[src/rhit_pkg.sv]
// constants and state types for the tag host-link interrupt and tunnel controller
package rhit_pkg;

  // host command codes
  localparam logic [7:0] CMD_CTRL_READ  = 8'h68;
  localparam logic [7:0] CMD_CTRL_WRITE = 8'h78;
  localparam logic [7:0] CMD_INQUIRY    = 8'h28;
  localparam logic [7:0] CMD_RESULT_OK  = 8'hf8;
  localparam logic [7:0] CMD_RESULT_ERR = 8'he8;

  // command-result nibble codes of the status byte
  localparam logic [3:0] ST_NORMAL   = 4'h0;
  localparam logic [3:0] ST_ERROR    = 4'h1;
  localparam logic [3:0] ST_BUSY     = 4'h7;
  localparam logic [3:0] ST_SELFDIAG = 4'hb;

  // control-write data bit positions
  localparam int WR_MASK_RF_BIT = 6;
  localparam int WR_MASK_FD_BIT = 5;
  localparam int WR_RF_STOP_BIT = 4;

  // interrupt-select field bit positions
  localparam int SEL_FD_EN_BIT  = 0;
  localparam int SEL_RF_SRC_BIT = 1;
  localparam int SEL_RF_EN_BIT  = 2;

  // tunnel flag in upper start-address byte, bits 7:6
  localparam logic [1:0] ADDR_TUNNEL_FLAG = 2'b01;

  // reset values
  localparam logic [6:0] SLAVE_ADDR_RST = 7'h50;
  localparam int         RX_DEPTH_RST   = 16;

  // wait-limit tick: limits count in units of this time
  localparam int CLK_FREQ_HZ  = 40_000_000;
  localparam int TICK_TIME_US = 1000;
  localparam int TICK_CYCLES  = (CLK_FREQ_HZ / 1_000_000) * TICK_TIME_US;

  // serial engine states, gray along the usual path
  typedef enum logic [2:0] {
    B_IDLE     = 3'b000,
    B_ADDR     = 3'b001,
    B_ADDR_ACK = 3'b011,
    B_RX       = 3'b010,
    B_RX_ACK   = 3'b110,
    B_TX       = 3'b111,
    B_TX_ACK   = 3'b101,
    B_IGNORE   = 3'b100
  } rhit_bus_state_type;

  // tunnel transaction states
  typedef enum logic [1:0] {
    T_IDLE     = 2'b00,
    T_WAIT_INQ = 2'b01,
    T_WAIT_RES = 2'b11,
    T_SEND     = 2'b10
  } rhit_tun_state_type;

endpackage

[src/rhit_pin_sync.sv]
// pin synchroniser and bus condition detector for the serial clock and data pins
`timescale 1ns/1ps
`default_nettype none
module rhit_pin_sync (
  input  wire logic ref_clk_i,
  input  wire logic rst_n_i,
  input  wire logic ce_i,
  input  wire logic scl_i,
  input  wire logic sda_i,
  output logic      sda_o,
  output logic      scl_rise_o,
  output logic      scl_fall_o,
  output logic      start_o,
  output logic      stop_o
);
  typedef struct packed {
    logic [1:0] s1;
    logic [1:0] s2;
    logic [1:0] s3;
  } rhit_sync_state_type;

  rhit_sync_state_type q;
  rhit_sync_state_type d;

  // three stages: two for sync, third only for edge finding
  always_comb begin
    d    = q;
    d.s1 = {scl_i, sda_i};
    d.s2 = q.s1;
    d.s3 = q.s2;
  end

  always_ff @(posedge ref_clk_i or negedge rst_n_i) begin
    if (!rst_n_i) begin
      q <= '1;
    end else if (ce_i) begin
      q <= d;
    end
  end

  // edges and start/stop seen only on stages two and three
  assign sda_o      = q.s2[0];
  assign scl_rise_o = q.s2[1] & ~q.s3[1];
  assign scl_fall_o = ~q.s2[1] & q.s3[1];
  assign start_o    = q.s2[1] & q.s3[1] & q.s3[0] & ~q.s2[0];
  assign stop_o     = q.s2[1] & q.s3[1] & ~q.s3[0] & q.s2[0];
endmodule
`default_nettype wire

[src/rhit_tunnel_ctrl.sv]
// serial slave, interrupt request and tunnel handshake controller of the tag
`timescale 1ns/1ps
`default_nettype none
module rhit_tunnel_ctrl #(
  parameter logic [6:0] SLAVE_ADDR = rhit_pkg::SLAVE_ADDR_RST,
  parameter int         RX_DEPTH   = rhit_pkg::RX_DEPTH_RST,
  parameter int         TICK_CYC   = rhit_pkg::TICK_CYCLES
) (
  input  wire logic        ref_clk_i,
  input  wire logic        rst_n_i,
  input  wire logic        ce_i,
  input  wire logic        scl_i,
  input  wire logic        sda_i,
  output logic             sda_o,
  output logic             sda_oe_o,
  output logic             irq_out_n_o,
  input  wire logic [2:0]  irq_select_field_i,
  input  wire logic        rf_resp_evt_i,
  input  wire logic        rf_nvwrite_evt_i,
  input  wire logic        field_evt_i,
  input  wire logic        field_present_i,
  input  wire logic        bcc_error_i,
  input  wire logic        rf_busy_i,
  input  wire logic        tunnel_cmd_i,
  input  wire logic [15:0] tunnel_addr_i,
  input  wire logic [7:0]  tunnel_len_i,
  input  wire logic [1:0]  tunnel_mode_i,
  input  wire logic [7:0]  inquiry_wait_limit_i,
  input  wire logic [7:0]  result_wait_limit_i,
  output logic             rf_stop_o,
  output logic [7:0]       tunnel_data_o,
  output logic             tunnel_data_valid_o,
  output logic             tunnel_done_o,
  output logic             tunnel_ok_o,
  output logic             tunnel_timeout_o
);
  localparam int NW = $clog2(RX_DEPTH + 1);

  typedef struct packed {
    rhit_pkg::rhit_bus_state_type bus;
    logic [7:0]                   sh;
    logic [2:0]                   cnt;
    logic                         got;
    logic                         rw;
    logic                         sess;
    logic                         more;
    logic                         sda_oe;
    logic                         irq_n;
    logic [NW-1:0]                rx_n;
    logic [RX_DEPTH-1:0][7:0]     rxb;
    logic [3:0][7:0]              resp;
    logic [2:0]                   resp_len;
    logic [2:0]                   resp_idx;
    logic                         resp_pend;
    logic [7:0]                   cmd;
    logic [3:0]                   last_res;
    logic                         after_ctrl;
    logic                         host_busy;
    logic                         mask_rf;
    logic                         mask_fd;
    logic                         rf_stop;
    rhit_pkg::rhit_tun_state_type tun;
    logic [15:0]                  taddr;
    logic [7:0]                   tlen;
    logic [1:0]                   tmode;
    logic                         res_ok;
    logic [NW-1:0]                send_idx;
    logic [NW-1:0]                send_n;
    logic [7:0]                   tdata;
    logic                         tvalid;
    logic                         tdone;
    logic                         tok;
    logic                         ttimeout;
    logic                         t_restart;
  } rhit_ctrl_state_type;

  rhit_ctrl_state_type q;
  rhit_ctrl_state_type d;

  logic       sda_s;
  logic       scl_rise;
  logic       scl_fall;
  logic       start_c;
  logic       stop_c;
  logic       expired;
  logic       exec_c;
  logic       match_c;
  logic       rd_done_c;
  logic       set_rf;
  logic       set_fd;
  logic       set_tun;
  logic       set_any;
  logic       waiting;
  logic [7:0] txb;
  logic [7:0] ctrl_byte;
  logic [3:0] stat;

  rhit_pin_sync u_sync (
    .ref_clk_i  (ref_clk_i),
    .rst_n_i    (rst_n_i),
    .ce_i       (ce_i),
    .scl_i      (scl_i),
    .sda_i      (sda_i),
    .sda_o      (sda_s),
    .scl_rise_o (scl_rise),
    .scl_fall_o (scl_fall),
    .start_o    (start_c),
    .stop_o     (stop_c)
  );

  // wait timer runs only in a tunnel wait, paused during host commands
  assign waiting = (q.tun == rhit_pkg::T_WAIT_INQ) || (q.tun == rhit_pkg::T_WAIT_RES);

  rhit_wait_timer #(
    .TICK_CYC (TICK_CYC),
    .LIMIT_W  (8)
  ) u_timer (
    .ref_clk_i (ref_clk_i),
    .rst_n_i   (rst_n_i),
    .ce_i      (ce_i),
    .restart_i (q.t_restart),
    .run_i     (waiting),
    .pause_i   (q.host_busy),
    .limit_i   ((q.tun == rhit_pkg::T_WAIT_INQ) ? inquiry_wait_limit_i : result_wait_limit_i),
    .expired_o (expired)
  );

  // interrupt sources
  assign set_rf  = irq_select_field_i[rhit_pkg::SEL_RF_EN_BIT] & ~q.mask_rf &
                   (irq_select_field_i[rhit_pkg::SEL_RF_SRC_BIT] ? rf_nvwrite_evt_i : rf_resp_evt_i);
  assign set_fd  = irq_select_field_i[rhit_pkg::SEL_FD_EN_BIT] & ~q.mask_fd & field_evt_i;
  assign set_tun = tunnel_cmd_i & (q.tun == rhit_pkg::T_IDLE);
  assign set_any = exec_c | set_rf | set_fd | set_tun;

  // byte on the data line: pending response or a status poll byte
  assign stat = (q.after_ctrl && rf_busy_i) ? rhit_pkg::ST_BUSY : q.last_res;
  assign txb  = q.resp_pend ? q.resp[q.resp_idx] : {4'h0, stat};
  assign ctrl_byte = {1'b0, q.mask_rf, q.mask_fd, q.rf_stop,
                      field_present_i & irq_select_field_i[rhit_pkg::SEL_FD_EN_BIT], 2'b00, bcc_error_i};

  // serial engine, command execution, interrupt and tunnel sequencing
  always_comb begin
    d          = q;
    exec_c     = 1'b0;
    match_c    = 1'b0;
    rd_done_c  = 1'b0;
    d.tvalid   = 1'b0;
    d.tdone    = 1'b0;
    d.ttimeout = 1'b0;
    d.t_restart = 1'b0;
    // engine always listens, also while the request is low
    case (q.bus)
      rhit_pkg::B_ADDR: begin
        if (scl_rise) begin
          d.sh  = {q.sh[6:0], sda_s};
          d.cnt = q.cnt + 3'd1;
          d.got = (q.cnt == 3'd7);
        end else if (scl_fall && q.got) begin
          d.got = 1'b0;
          if (q.sh[7:1] == SLAVE_ADDR) begin
            match_c     = 1'b1;
            d.bus       = rhit_pkg::B_ADDR_ACK;
            d.sda_oe    = 1'b1;
            d.rw        = q.sh[0];
            d.sess      = 1'b1;
            d.host_busy = 1'b1;
            d.rx_n      = '0;
            d.resp_idx  = '0;
          end else begin
            d.bus = rhit_pkg::B_IGNORE;
          end
        end
      end
      rhit_pkg::B_ADDR_ACK: begin
        if (scl_fall) begin
          d.cnt = 3'd0;
          if (q.rw) begin
            d.bus    = rhit_pkg::B_TX;
            d.sh     = txb;
            d.sda_oe = ~txb[7];
          end else begin
            d.bus    = rhit_pkg::B_RX;
            d.sda_oe = 1'b0;
          end
        end
      end
      rhit_pkg::B_RX: begin
        if (scl_rise) begin
          d.sh  = {q.sh[6:0], sda_s};
          d.cnt = q.cnt + 3'd1;
          d.got = (q.cnt == 3'd7);
        end else if (scl_fall && q.got) begin
          d.got = 1'b0;
          if (q.rx_n < NW'(RX_DEPTH)) begin
            d.rxb[q.rx_n] = q.sh;
            d.rx_n        = q.rx_n + NW'(1);
          end
          d.sda_oe = 1'b1;
          d.bus    = rhit_pkg::B_RX_ACK;
        end
      end
      rhit_pkg::B_RX_ACK: begin
        if (scl_fall) begin
          d.sda_oe = 1'b0;
          d.bus    = rhit_pkg::B_RX;
        end
      end
      rhit_pkg::B_TX: begin
        if (scl_fall) begin
          if (q.cnt == 3'd7) begin
            d.sda_oe = 1'b0;
            d.bus    = rhit_pkg::B_TX_ACK;
          end else begin
            d.sda_oe = ~q.sh[6];
            d.sh     = {q.sh[6:0], 1'b0};
            d.cnt    = q.cnt + 3'd1;
          end
        end
      end
      rhit_pkg::B_TX_ACK: begin
        // host ack continues, nack ends the read
        if (scl_rise) begin
          if (sda_s) begin
            d.bus = rhit_pkg::B_IGNORE;
          end else begin
            d.more = 1'b1;
            if (q.resp_pend && (q.resp_idx != (q.resp_len - 3'd1))) begin
              d.resp_idx = q.resp_idx + 3'd1;
            end
          end
        end else if (scl_fall && q.more) begin
          d.more   = 1'b0;
          d.bus    = rhit_pkg::B_TX;
          d.cnt    = 3'd0;
          d.sh     = txb;
          d.sda_oe = ~txb[7];
        end
      end
      rhit_pkg::B_IDLE, rhit_pkg::B_IGNORE: begin
        d.bus = q.bus;
      end
      default: begin
        d.bus = rhit_pkg::B_IDLE;
      end
    endcase
    // a start or stop closes the running session
    if ((start_c || stop_c) && q.sess) begin
      d.sess = 1'b0;
      if (q.rw) begin
        rd_done_c = 1'b1;
      end else if (q.rx_n != '0) begin
        exec_c = 1'b1;
      end else begin
        d.host_busy = 1'b0;
      end
    end
    if (start_c) begin
      d.bus    = rhit_pkg::B_ADDR;
      d.cnt    = 3'd0;
      d.got    = 1'b0;
      d.more   = 1'b0;
      d.sda_oe = 1'b0;
    end else if (stop_c) begin
      d.bus    = rhit_pkg::B_IDLE;
      d.sda_oe = 1'b0;
    end
    // command execution once the write has stopped
    if (exec_c) begin
      d.resp_pend  = 1'b1;
      d.resp_idx   = '0;
      d.resp_len   = 3'd1;
      d.cmd        = q.rxb[0];
      d.after_ctrl = 1'b0;
      d.resp[0]    = {4'h0, rhit_pkg::ST_NORMAL};
      d.last_res   = rhit_pkg::ST_NORMAL;
      case (q.rxb[0])
        rhit_pkg::CMD_CTRL_READ: begin
          d.resp[1]  = ctrl_byte;
          d.resp_len = 3'd2;
        end
        rhit_pkg::CMD_CTRL_WRITE: begin
          if (q.rx_n >= NW'(2)) begin
            d.mask_rf = q.rxb[1][rhit_pkg::WR_MASK_RF_BIT];
            d.mask_fd = q.rxb[1][rhit_pkg::WR_MASK_FD_BIT];
            d.rf_stop = q.rxb[1][rhit_pkg::WR_RF_STOP_BIT];
          end else begin
            d.last_res = rhit_pkg::ST_ERROR;
          end
        end
        rhit_pkg::CMD_INQUIRY: begin
          if (waiting) begin
            d.resp[1]  = {rhit_pkg::ADDR_TUNNEL_FLAG, q.tmode, q.taddr[11:8]};
            d.resp[2]  = q.taddr[7:0];
            d.resp[3]  = q.tlen;
            d.resp_len = 3'd4;
          end else begin
            d.last_res = rhit_pkg::ST_ERROR;
          end
        end
        rhit_pkg::CMD_RESULT_OK, rhit_pkg::CMD_RESULT_ERR: begin
          if (q.tun == rhit_pkg::T_WAIT_RES) begin
            d.res_ok = (q.rxb[0] == rhit_pkg::CMD_RESULT_OK);
            d.send_n = q.rx_n;
          end else begin
            d.last_res = rhit_pkg::ST_ERROR;
          end
        end
        default: begin
          d.last_res = rhit_pkg::ST_ERROR;
        end
      endcase
      d.resp[0] = {4'h0, d.last_res};
    end
    // read session closed: follow-up actions
    if (rd_done_c) begin
      d.host_busy = 1'b0;
      if (q.resp_pend) begin
        d.resp_pend  = 1'b0;
        d.after_ctrl = (q.cmd == rhit_pkg::CMD_CTRL_READ);
        if ((q.cmd == rhit_pkg::CMD_INQUIRY) && (q.tun == rhit_pkg::T_WAIT_INQ)) begin
          d.tun       = rhit_pkg::T_WAIT_RES;
          d.t_restart = 1'b1;
        end else if (((q.cmd == rhit_pkg::CMD_RESULT_OK) || (q.cmd == rhit_pkg::CMD_RESULT_ERR)) &&
                     (q.tun == rhit_pkg::T_WAIT_RES) && (q.last_res == rhit_pkg::ST_NORMAL)) begin
          d.tun      = rhit_pkg::T_SEND;
          d.send_idx = NW'(1);
        end
      end else begin
        d.after_ctrl = 1'b0;
      end
    end
    // tunnel command from the reader
    if (set_tun) begin
      d.tun       = rhit_pkg::T_WAIT_INQ;
      d.taddr     = tunnel_addr_i;
      d.tlen      = tunnel_len_i;
      d.tmode     = tunnel_mode_i;
      d.t_restart = 1'b1;
    end
    // result data to the reader, after the host reply
    if (q.tun == rhit_pkg::T_SEND) begin
      if (q.send_idx < q.send_n) begin
        d.tdata    = q.rxb[q.send_idx];
        d.tvalid   = 1'b1;
        d.send_idx = q.send_idx + NW'(1);
      end else begin
        d.tdone = 1'b1;
        d.tok   = q.res_ok;
        d.tun   = rhit_pkg::T_IDLE;
      end
    end
    // request line: sets win over clears
    // sources named directly: set_any is built from exec_c of this process
    if (exec_c || set_rf || set_fd || set_tun) begin
      d.irq_n = 1'b0;
    end else if ((match_c && q.sh[0]) || (expired && waiting)) begin
      d.irq_n = 1'b1;
    end
    // wait limit reached: abandon the tunnel transaction
    if (expired && waiting) begin
      d.tun      = rhit_pkg::T_IDLE;
      d.ttimeout = 1'b1;
    end
  end

  always_ff @(posedge ref_clk_i or negedge rst_n_i) begin
    if (!rst_n_i) begin
      q          <= '0;
      q.irq_n    <= 1'b1;
      q.resp_len <= 3'd1;
    end else if (ce_i) begin
      q <= d;
    end
  end

  assign sda_o               = 1'b0 & q.sda_oe; // open drain: only ever pulls low
  assign sda_oe_o            = q.sda_oe;
  assign irq_out_n_o         = q.irq_n;
  assign rf_stop_o           = q.rf_stop;
  assign tunnel_data_o       = q.tdata;
  assign tunnel_data_valid_o = q.tvalid;
  assign tunnel_done_o       = q.tdone;
  assign tunnel_ok_o         = q.tok;
  assign tunnel_timeout_o    = q.ttimeout;
endmodule
`default_nettype wire

[src/rhit_wait_timer.sv]
// pausable wait-limit timer counting ticks of a prescaler
`timescale 1ns/1ps
`default_nettype none
module rhit_wait_timer #(
  parameter int TICK_CYC = rhit_pkg::TICK_CYCLES,
  parameter int LIMIT_W  = 8
) (
  input  wire logic               ref_clk_i,
  input  wire logic               rst_n_i,
  input  wire logic               ce_i,
  input  wire logic               restart_i,
  input  wire logic               run_i,
  input  wire logic               pause_i,
  input  wire logic [LIMIT_W-1:0] limit_i,
  output logic                    expired_o
);
  localparam int PW = $clog2(TICK_CYC + 1);

  typedef struct packed {
    logic [PW-1:0]      pre;
    logic [LIMIT_W-1:0] ticks;
    logic               fired;
    logic               expired;
  } rhit_timer_state_type;

  rhit_timer_state_type q;
  rhit_timer_state_type d;

  // prescaler and tick count, frozen while paused
  always_comb begin
    d         = q;
    d.expired = 1'b0;
    if (restart_i) begin
      d = '0;
    end else if (run_i && !pause_i && !q.fired) begin
      if (q.pre == PW'(TICK_CYC - 1)) begin
        d.pre   = '0;
        d.ticks = q.ticks + LIMIT_W'(1);
        if ((q.ticks + LIMIT_W'(1)) >= limit_i) begin
          d.fired   = 1'b1;
          d.expired = 1'b1;
        end
      end else begin
        d.pre = q.pre + PW'(1);
      end
    end
  end

  always_ff @(posedge ref_clk_i or negedge rst_n_i) begin
    if (!rst_n_i) begin
      q <= '0;
    end else if (ce_i) begin
      q <= d;
    end
  end

  assign expired_o = q.expired;
endmodule
`default_nettype wire
[config.mk]
export PLATFORM = sky130hd
export DESIGN_NAME = rhit_tunnel_ctrl
export DESIGN_NICKNAME = d
export VERILOG_FILES = /design/src/rhit_pkg.sv /design/src/rhit_pin_sync.sv /design/src/rhit_tunnel_ctrl.sv /design/src/rhit_wait_timer.sv
export SDC_FILE = /design/constraint.sdc
export NUM_CORES = 1
export LEC_CHECK = 0
export ABC_AREA = 0
export BUFFER_PORTS_ARGS = -buffer_cell sky130_fd_sc_hd__buf_2
export CAP_MARGIN = 20
export CORE_ASPECT_RATIO = 0.9
export CORE_MARGIN = 2
export CORE_UTILIZATION = 26
export DETAILED_ROUTE_END_ITERATION = 6
export GPL_TIMING_DRIVEN = 0
export PLACE_DENSITY = 0.4
export SLEW_MARGIN = 20
export SYNTH_ARGS = -nofsm -noshare
export SYNTH_HDL_FRONTEND = slang
export SYNTH_SLANG_ARGS = --single-unit
[constraint.sdc]
create_clock -name ref_clk_i -period 8.1 [get_ports ref_clk_i]
set_clock_uncertainty 0.2 [all_clocks]
set_input_delay 1.215 -clock ref_clk_i [delete_from_list [all_inputs] [get_ports ref_clk_i]]
set_output_delay 1.215 -clock ref_clk_i [all_outputs]
set_load 0.01 [all_outputs]
======== Word level (Yosys, flattened, before mapping) ========
Cells that the tools add are included.
storage, ports and cells
  word-level logic and storage cells ...... 367
  register bits ........................... 282
  input port bits ......................... 57
cells by class
  reduce and logical (&&, ||, !) cells .... 70
  bitwise gates (word level) .............. 23
  equal/unequal tests ..................... 67
  magnitude comparators ................... 8
  muxes and demuxes ....................... 133
  add/sub/neg operators ................... 7
operators by type and width
  operator            number
  $mux 133            3
  $bwmux 128          1
  $mux 3              22
  $mux 8              7
  $mux 1              54
  $mux 26             2
  $ne 4x4->1 const B  13
  $mux 5              9
  $pmux 11 s4         1
  $mux 14             3
  $ne 3x3->1 const B  13
  $mux 11             3
  $bmux 8 s4          1
  $demux 8 s4         1
  $eq 8x8->1 const B  4
  $mux 28             1
  $reduce_and 4->1    7
  $eq 8x7->1 const B  3
  $mux 2              12
  $ne 2x2->1 const B  12
  $reduce_and 12->1   2
  $reduce_and 8->1    3
  $reduce_bool 2->1   11
  $pmux 3 s6          1
  other kinds (52)    119

======== Longest topological paths before layout ========
  depth after elaboration ................. 12
  mapped depth ............................ 10
  depth with buffers taken out ............ 9

======== Hierarchy ========
A second synthesis with hierarchy kept.
second synthesis, totals
  cells, all modules ...................... 1,133
  area, all modules ....................... 13,700.6 um2
modules (own cells, without submodules)
  module            cells an instance  area each (um2)  sequential area each (um2)  instances
  rhit_tunnel_ctrl  944                11,813.8         6,133.4                     1
  rhit_wait_timer   172                1,595.3          650.6                       1
  rhit_pin_sync     17                 291.5            157.7                       1

======== Least setup slack after synthesis ========
No wires, ideal clock.
  kind .................................... input-to-reg
  start point ............................. in ce_i
  end point ............................... reg q[25] in the netlist's numbering
  buffers on the path ..................... 2
  setup slack ............................. 4.977 ns
  arrival time ............................ 2.798 ns
  required time ........................... 7.775 ns
  setup time .............................. 0.125 ns
  cell stages on the path ................. 5
  cell sequence ........................... buf_2 -> inv_1 -> nor4b_1 -> clkbuf_1 -> mux2_2
between the ends
  longest elaborated chain between the ends .. 1
ends and longest elaborated chain
  what                        RTL line                RTL
  start: declaration          rhit_tunnel_ctrl.sv:11  input wire logic ce_i,
  $reduce_and 2->1 (no line)  n/a
  end: declaration            rhit_tunnel_ctrl.sv:77  rhit_ctrl_state_type q;
Every way passes these cells.
A chain may end at the register's enable or synchronous reset.

======== Worst setup path after layout ========
  start point ............................. reg q[50] in the netlist's numbering
  end point ............................... reg u_timer.q[1] in the netlist's numbering
between the ends
  longest elaborated chain between the ends .. 6
  elaborated cells between the ends (all ways) .. 10
ends and longest elaborated chain
  what                                                                RTL line               RTL
  parallel branches: the longest is 5 deep, another holds $ge 8x8->1  n/a
  $reduce_and 4->1 (no line) *                                        n/a
  end signal: assignment                                              rhit_wait_timer.sv:51  q <= '0;
  end signal: assignment                                              rhit_wait_timer.sv:53  q <= d;
  end: declaration                                                    rhit_wait_timer.sv:26  rhit_timer_state_type q;
Every way passes the cells marked *.

==> impl_metrics.py <==
metrics = {
    "run_status": {
        "status": "finished clean",
    },
    "yosys": {
        "avgSynthCellArea_sq_um": 12.2,
        "synth_cell_types": 72,
        "synth_top_flop_cell": "dfrtp_1",
        "ys_ff_latch": 277,
        "syn_area_sq_mm": 0.0137,
        "synthCells": 1126,
        "yosysMostFrequentCell": "dfrtp_1",
        "yosys.area.top_type_share_pct": 49.2,
        "synth_top_area_cell": "dfrtp_1",
        "synth_common_cells": "269 x dfrtp_1, 202 x mux2_2, 90 x nand2_1",
        "synthTopCellsByArea": "dfrtp_1 49%, mux2_2 17%, mux4_2 5.4%",
        "synth_edf_count": 0,
        "synthArstFlopShare_pct": 100,
        "synth_seq_area_share_pct": 50.7,
        "yosysWarnings": 0,
        "synth_fp_nets": 1206,
    },
    "clock_network": {
        "root_buffer": "clkbuf_16",
        "ctsLongestPathBuffers": 3,
        "cts_tree": "yes",
        "htreeDepth": 2,
        "post-cts-setup-buffers": 0,
        "cts_hold_buffers": 0,
        "cts_made_buffers": 35,
        "cts_sinks": 277,
        "clk_pin_slew_ns": 0.06,
        "clock_latency_ns": 0.54,
        "cts.repair.resized": 0,
    },
    "sta": {
        "whs_ns": 0.282,
        "rsz0062_at_grt": "false",
        "maxSlewHeadroom_pct": 29.0,
        "setup_viol": 0,
        "clock.fmax_mhz": 258,
        "fin_crit_ns": 3.88,
        "hold_violations": 0,
        "worst_slew_pin_slew_ns": 1.06,
        "period_share_pct": 47.9,
        "maxSlewViolCount": 0,
    },
    "worst_setup_path": {
        "crit_fanout": 10,
        "critPathLaunch": "q[50]",
        "startpoint_type": "flip-flop",
        "path_cells": "clkbuf_1 -> clkinv_1 -> nor2_1 -> mux2_2 -> ha_1 -> nand2b_1 -> a21o_1 -> a21oi_1 -> o21a_1 -> a22oi_1",
        "worstSetupPathType": "reg2reg",
        "cp_slowest_cell": "nor2_1",
        "r2r_start": "q[50]",
        "cp.buffers_inverters": 2,
        "critPathTopFamily": "simple AND/OR/NAND/NOR gates",
        "critPathMaxStageDelay_ns": 0.90,
        "required_ns": 8.32,
        "cp.arrival_ns": 4.10,
        "end_kind": "flip-flop",
    },
    "floorplan": {
        "rows": 79,
        "die_h_um": 222,
        "initial_core_util_pct": 26.4,
        "io_pins": 73,
        "die_x_um": 246,
        "core_area_sq_mm": 0.0519,
        "die_area_sq_mm": 0.0545,
    },
    "power": {
        "powerDensity_mw_per_mm2": 232,
        "p_leak_uw": 0.00744,
        "irDropWorstVdd_v": 0.000119,
    },
    "final_layout": {
        "drive_gt1_share_pct": 31.9,
        "diodes": 0,
        "fillCellCount": 5293,
        "area_growth_syn_to_layout_pct": 17.6,
        "finalNetCount": 1312,
        "finalNonFillerCells": 1943,
    },
    "grt": {
        "grt_start_max_net_pins": 78,
        "grt.busiest_layer": "met2",
        "met3_usage_pct": 1.84,
        "grt_pass1_vias": 9439,
        "grt_pass1_wl_um": 58700,
        "antenna_found_initial": 1,
        "gr-total-overflow": 0,
        "use_met1_pct": 21.0,
        "grt_use_met2_pct": 21.4,
        "grt_usage_pct": 14.1,
    },
    "place": {
        "dp_hpwl_um": 26500,
        "gp_congestion": 0.762,
        "dp.cells": 1883,
        "numPortBuffers": 66,
    },
    "detailed_routing": {
        "viasPerCell": 4.74,
        "totalWireLength_um": 38000,
        "dr.pass1.iters": 4,
        "wl_per_cell_um": 19.6,
        "drc_errors": 0,
        "drt_iter0_markers": 524,
        "drtAntennaViolNets": 0,
        "routed-via-count": 9205,
    },
    "hold_path": {
        "hp-start": "q[89]",
        "hold_path_class": "reg2reg",
    },
    "run": {
        "cap_violations": 0,
    },
}
-- cells by family (layout without fill, tap and decap cells) --
family          Yosys count  after routing  share of synthesized area [%]
compound gates          156            156                           7.78
xor+xnor                 23             23                           1.57
fa+ha+maj                23             23                           2.10
buf+inv                 110            239                           3.41
flops                   277            277                           50.7
mux                     260            260                           23.9
other cells               1              1                         0.0274
simple gates            276            276                           10.5
-- worst register-to-register path, cell delays in order, from the launching register on --
cell	delay (ns)
dfrtp_1	0.36
clkbuf_1	0.43
clkinv_1	0.41
nor2_1	0.91
mux2_2	0.44
ha_1	0.28
nand2b_1	0.14
a21o_1	0.17
a21oi_1	0.14
o21a_1	0.19
a22oi_1	0.09
-- final timing paths --
path                                    end  slack [ns]  cells past startpoint
setup / recovery               u_timer.q[1]        4.22                     10
hold / removal                        q[89]        0.28                      2
setup reg to reg               u_timer.q[1]        4.22                     10
hold reg to reg                       q[89]        0.28                      2
max in group asynchronous  tunnel_data_o[4]        6.10                      3
min in group asynchronous             q[31]        0.47                      1
-- power by group --
part           internal [uW]  leakage [uW]  switching (uW)
registers               1490       0.00374            60.2
logic                    247       0.00314             431
clock network            898      0.000552             614
total                   2640       0.00744            1100
-- through the flow --
stage | cell area [sq um] | utilization, % | TNS, ns | power (uW) | setup WS, ns
2_1_floorplan | 13700 | - | 0 | 2000 | 4.98
3_3_place_gp | 14900 | 28.7 | -1.19 | 2250 | -0.0201
3_5_place_dp | 15000 | 28.9 | 0 | 2260 | 4.08
4_1_cts | 16100 | 31.0 | 0 | 3810 | 4.22
5_1_grt | 16100 | 31.0 | 0 | 3950 | 4.00
6_report | 16100 | 31.0 | 0 | 3740 | 4.22
-- routing by layer --
layer | vias to the layer above | share of wire (%)
met4 | 0 | 1.9
met2 | 139 | 44
met1 | 4710 | 51
met5 | - | 0
li1 | 4309 | -
met3 | 47 | 2.6
-- final cells by class --
cell class                 instances  area (sq um)  share of cell area [%]
buffer                            76           339                    2.11
clock buffer                      53          1050                    6.54
clock inverter                     7          61.3                   0.381
inverter                          34           128                   0.793
multi-input combinational        739          6290                    39.1
sequential                       277          6940                    43.1
tap                              688           861                    5.35
timing repair buffer              69           423                    2.63
-- placed cells by master (no fill, tap or decap), types with 33 or more instances in the layout --
master     netlist  final
mux4_2          33     33
inv_1           33     33
buf_2           10     75
nand2_1         90     90
clkbuf_1        48     55
nand3_1         34     34
clkbuf_16        0     35
o21ai_0         42     42
nor2_1          46     46
mux2_2         202    202
dfrtp_1        269    269
Power figures use the tool's default switching activity.
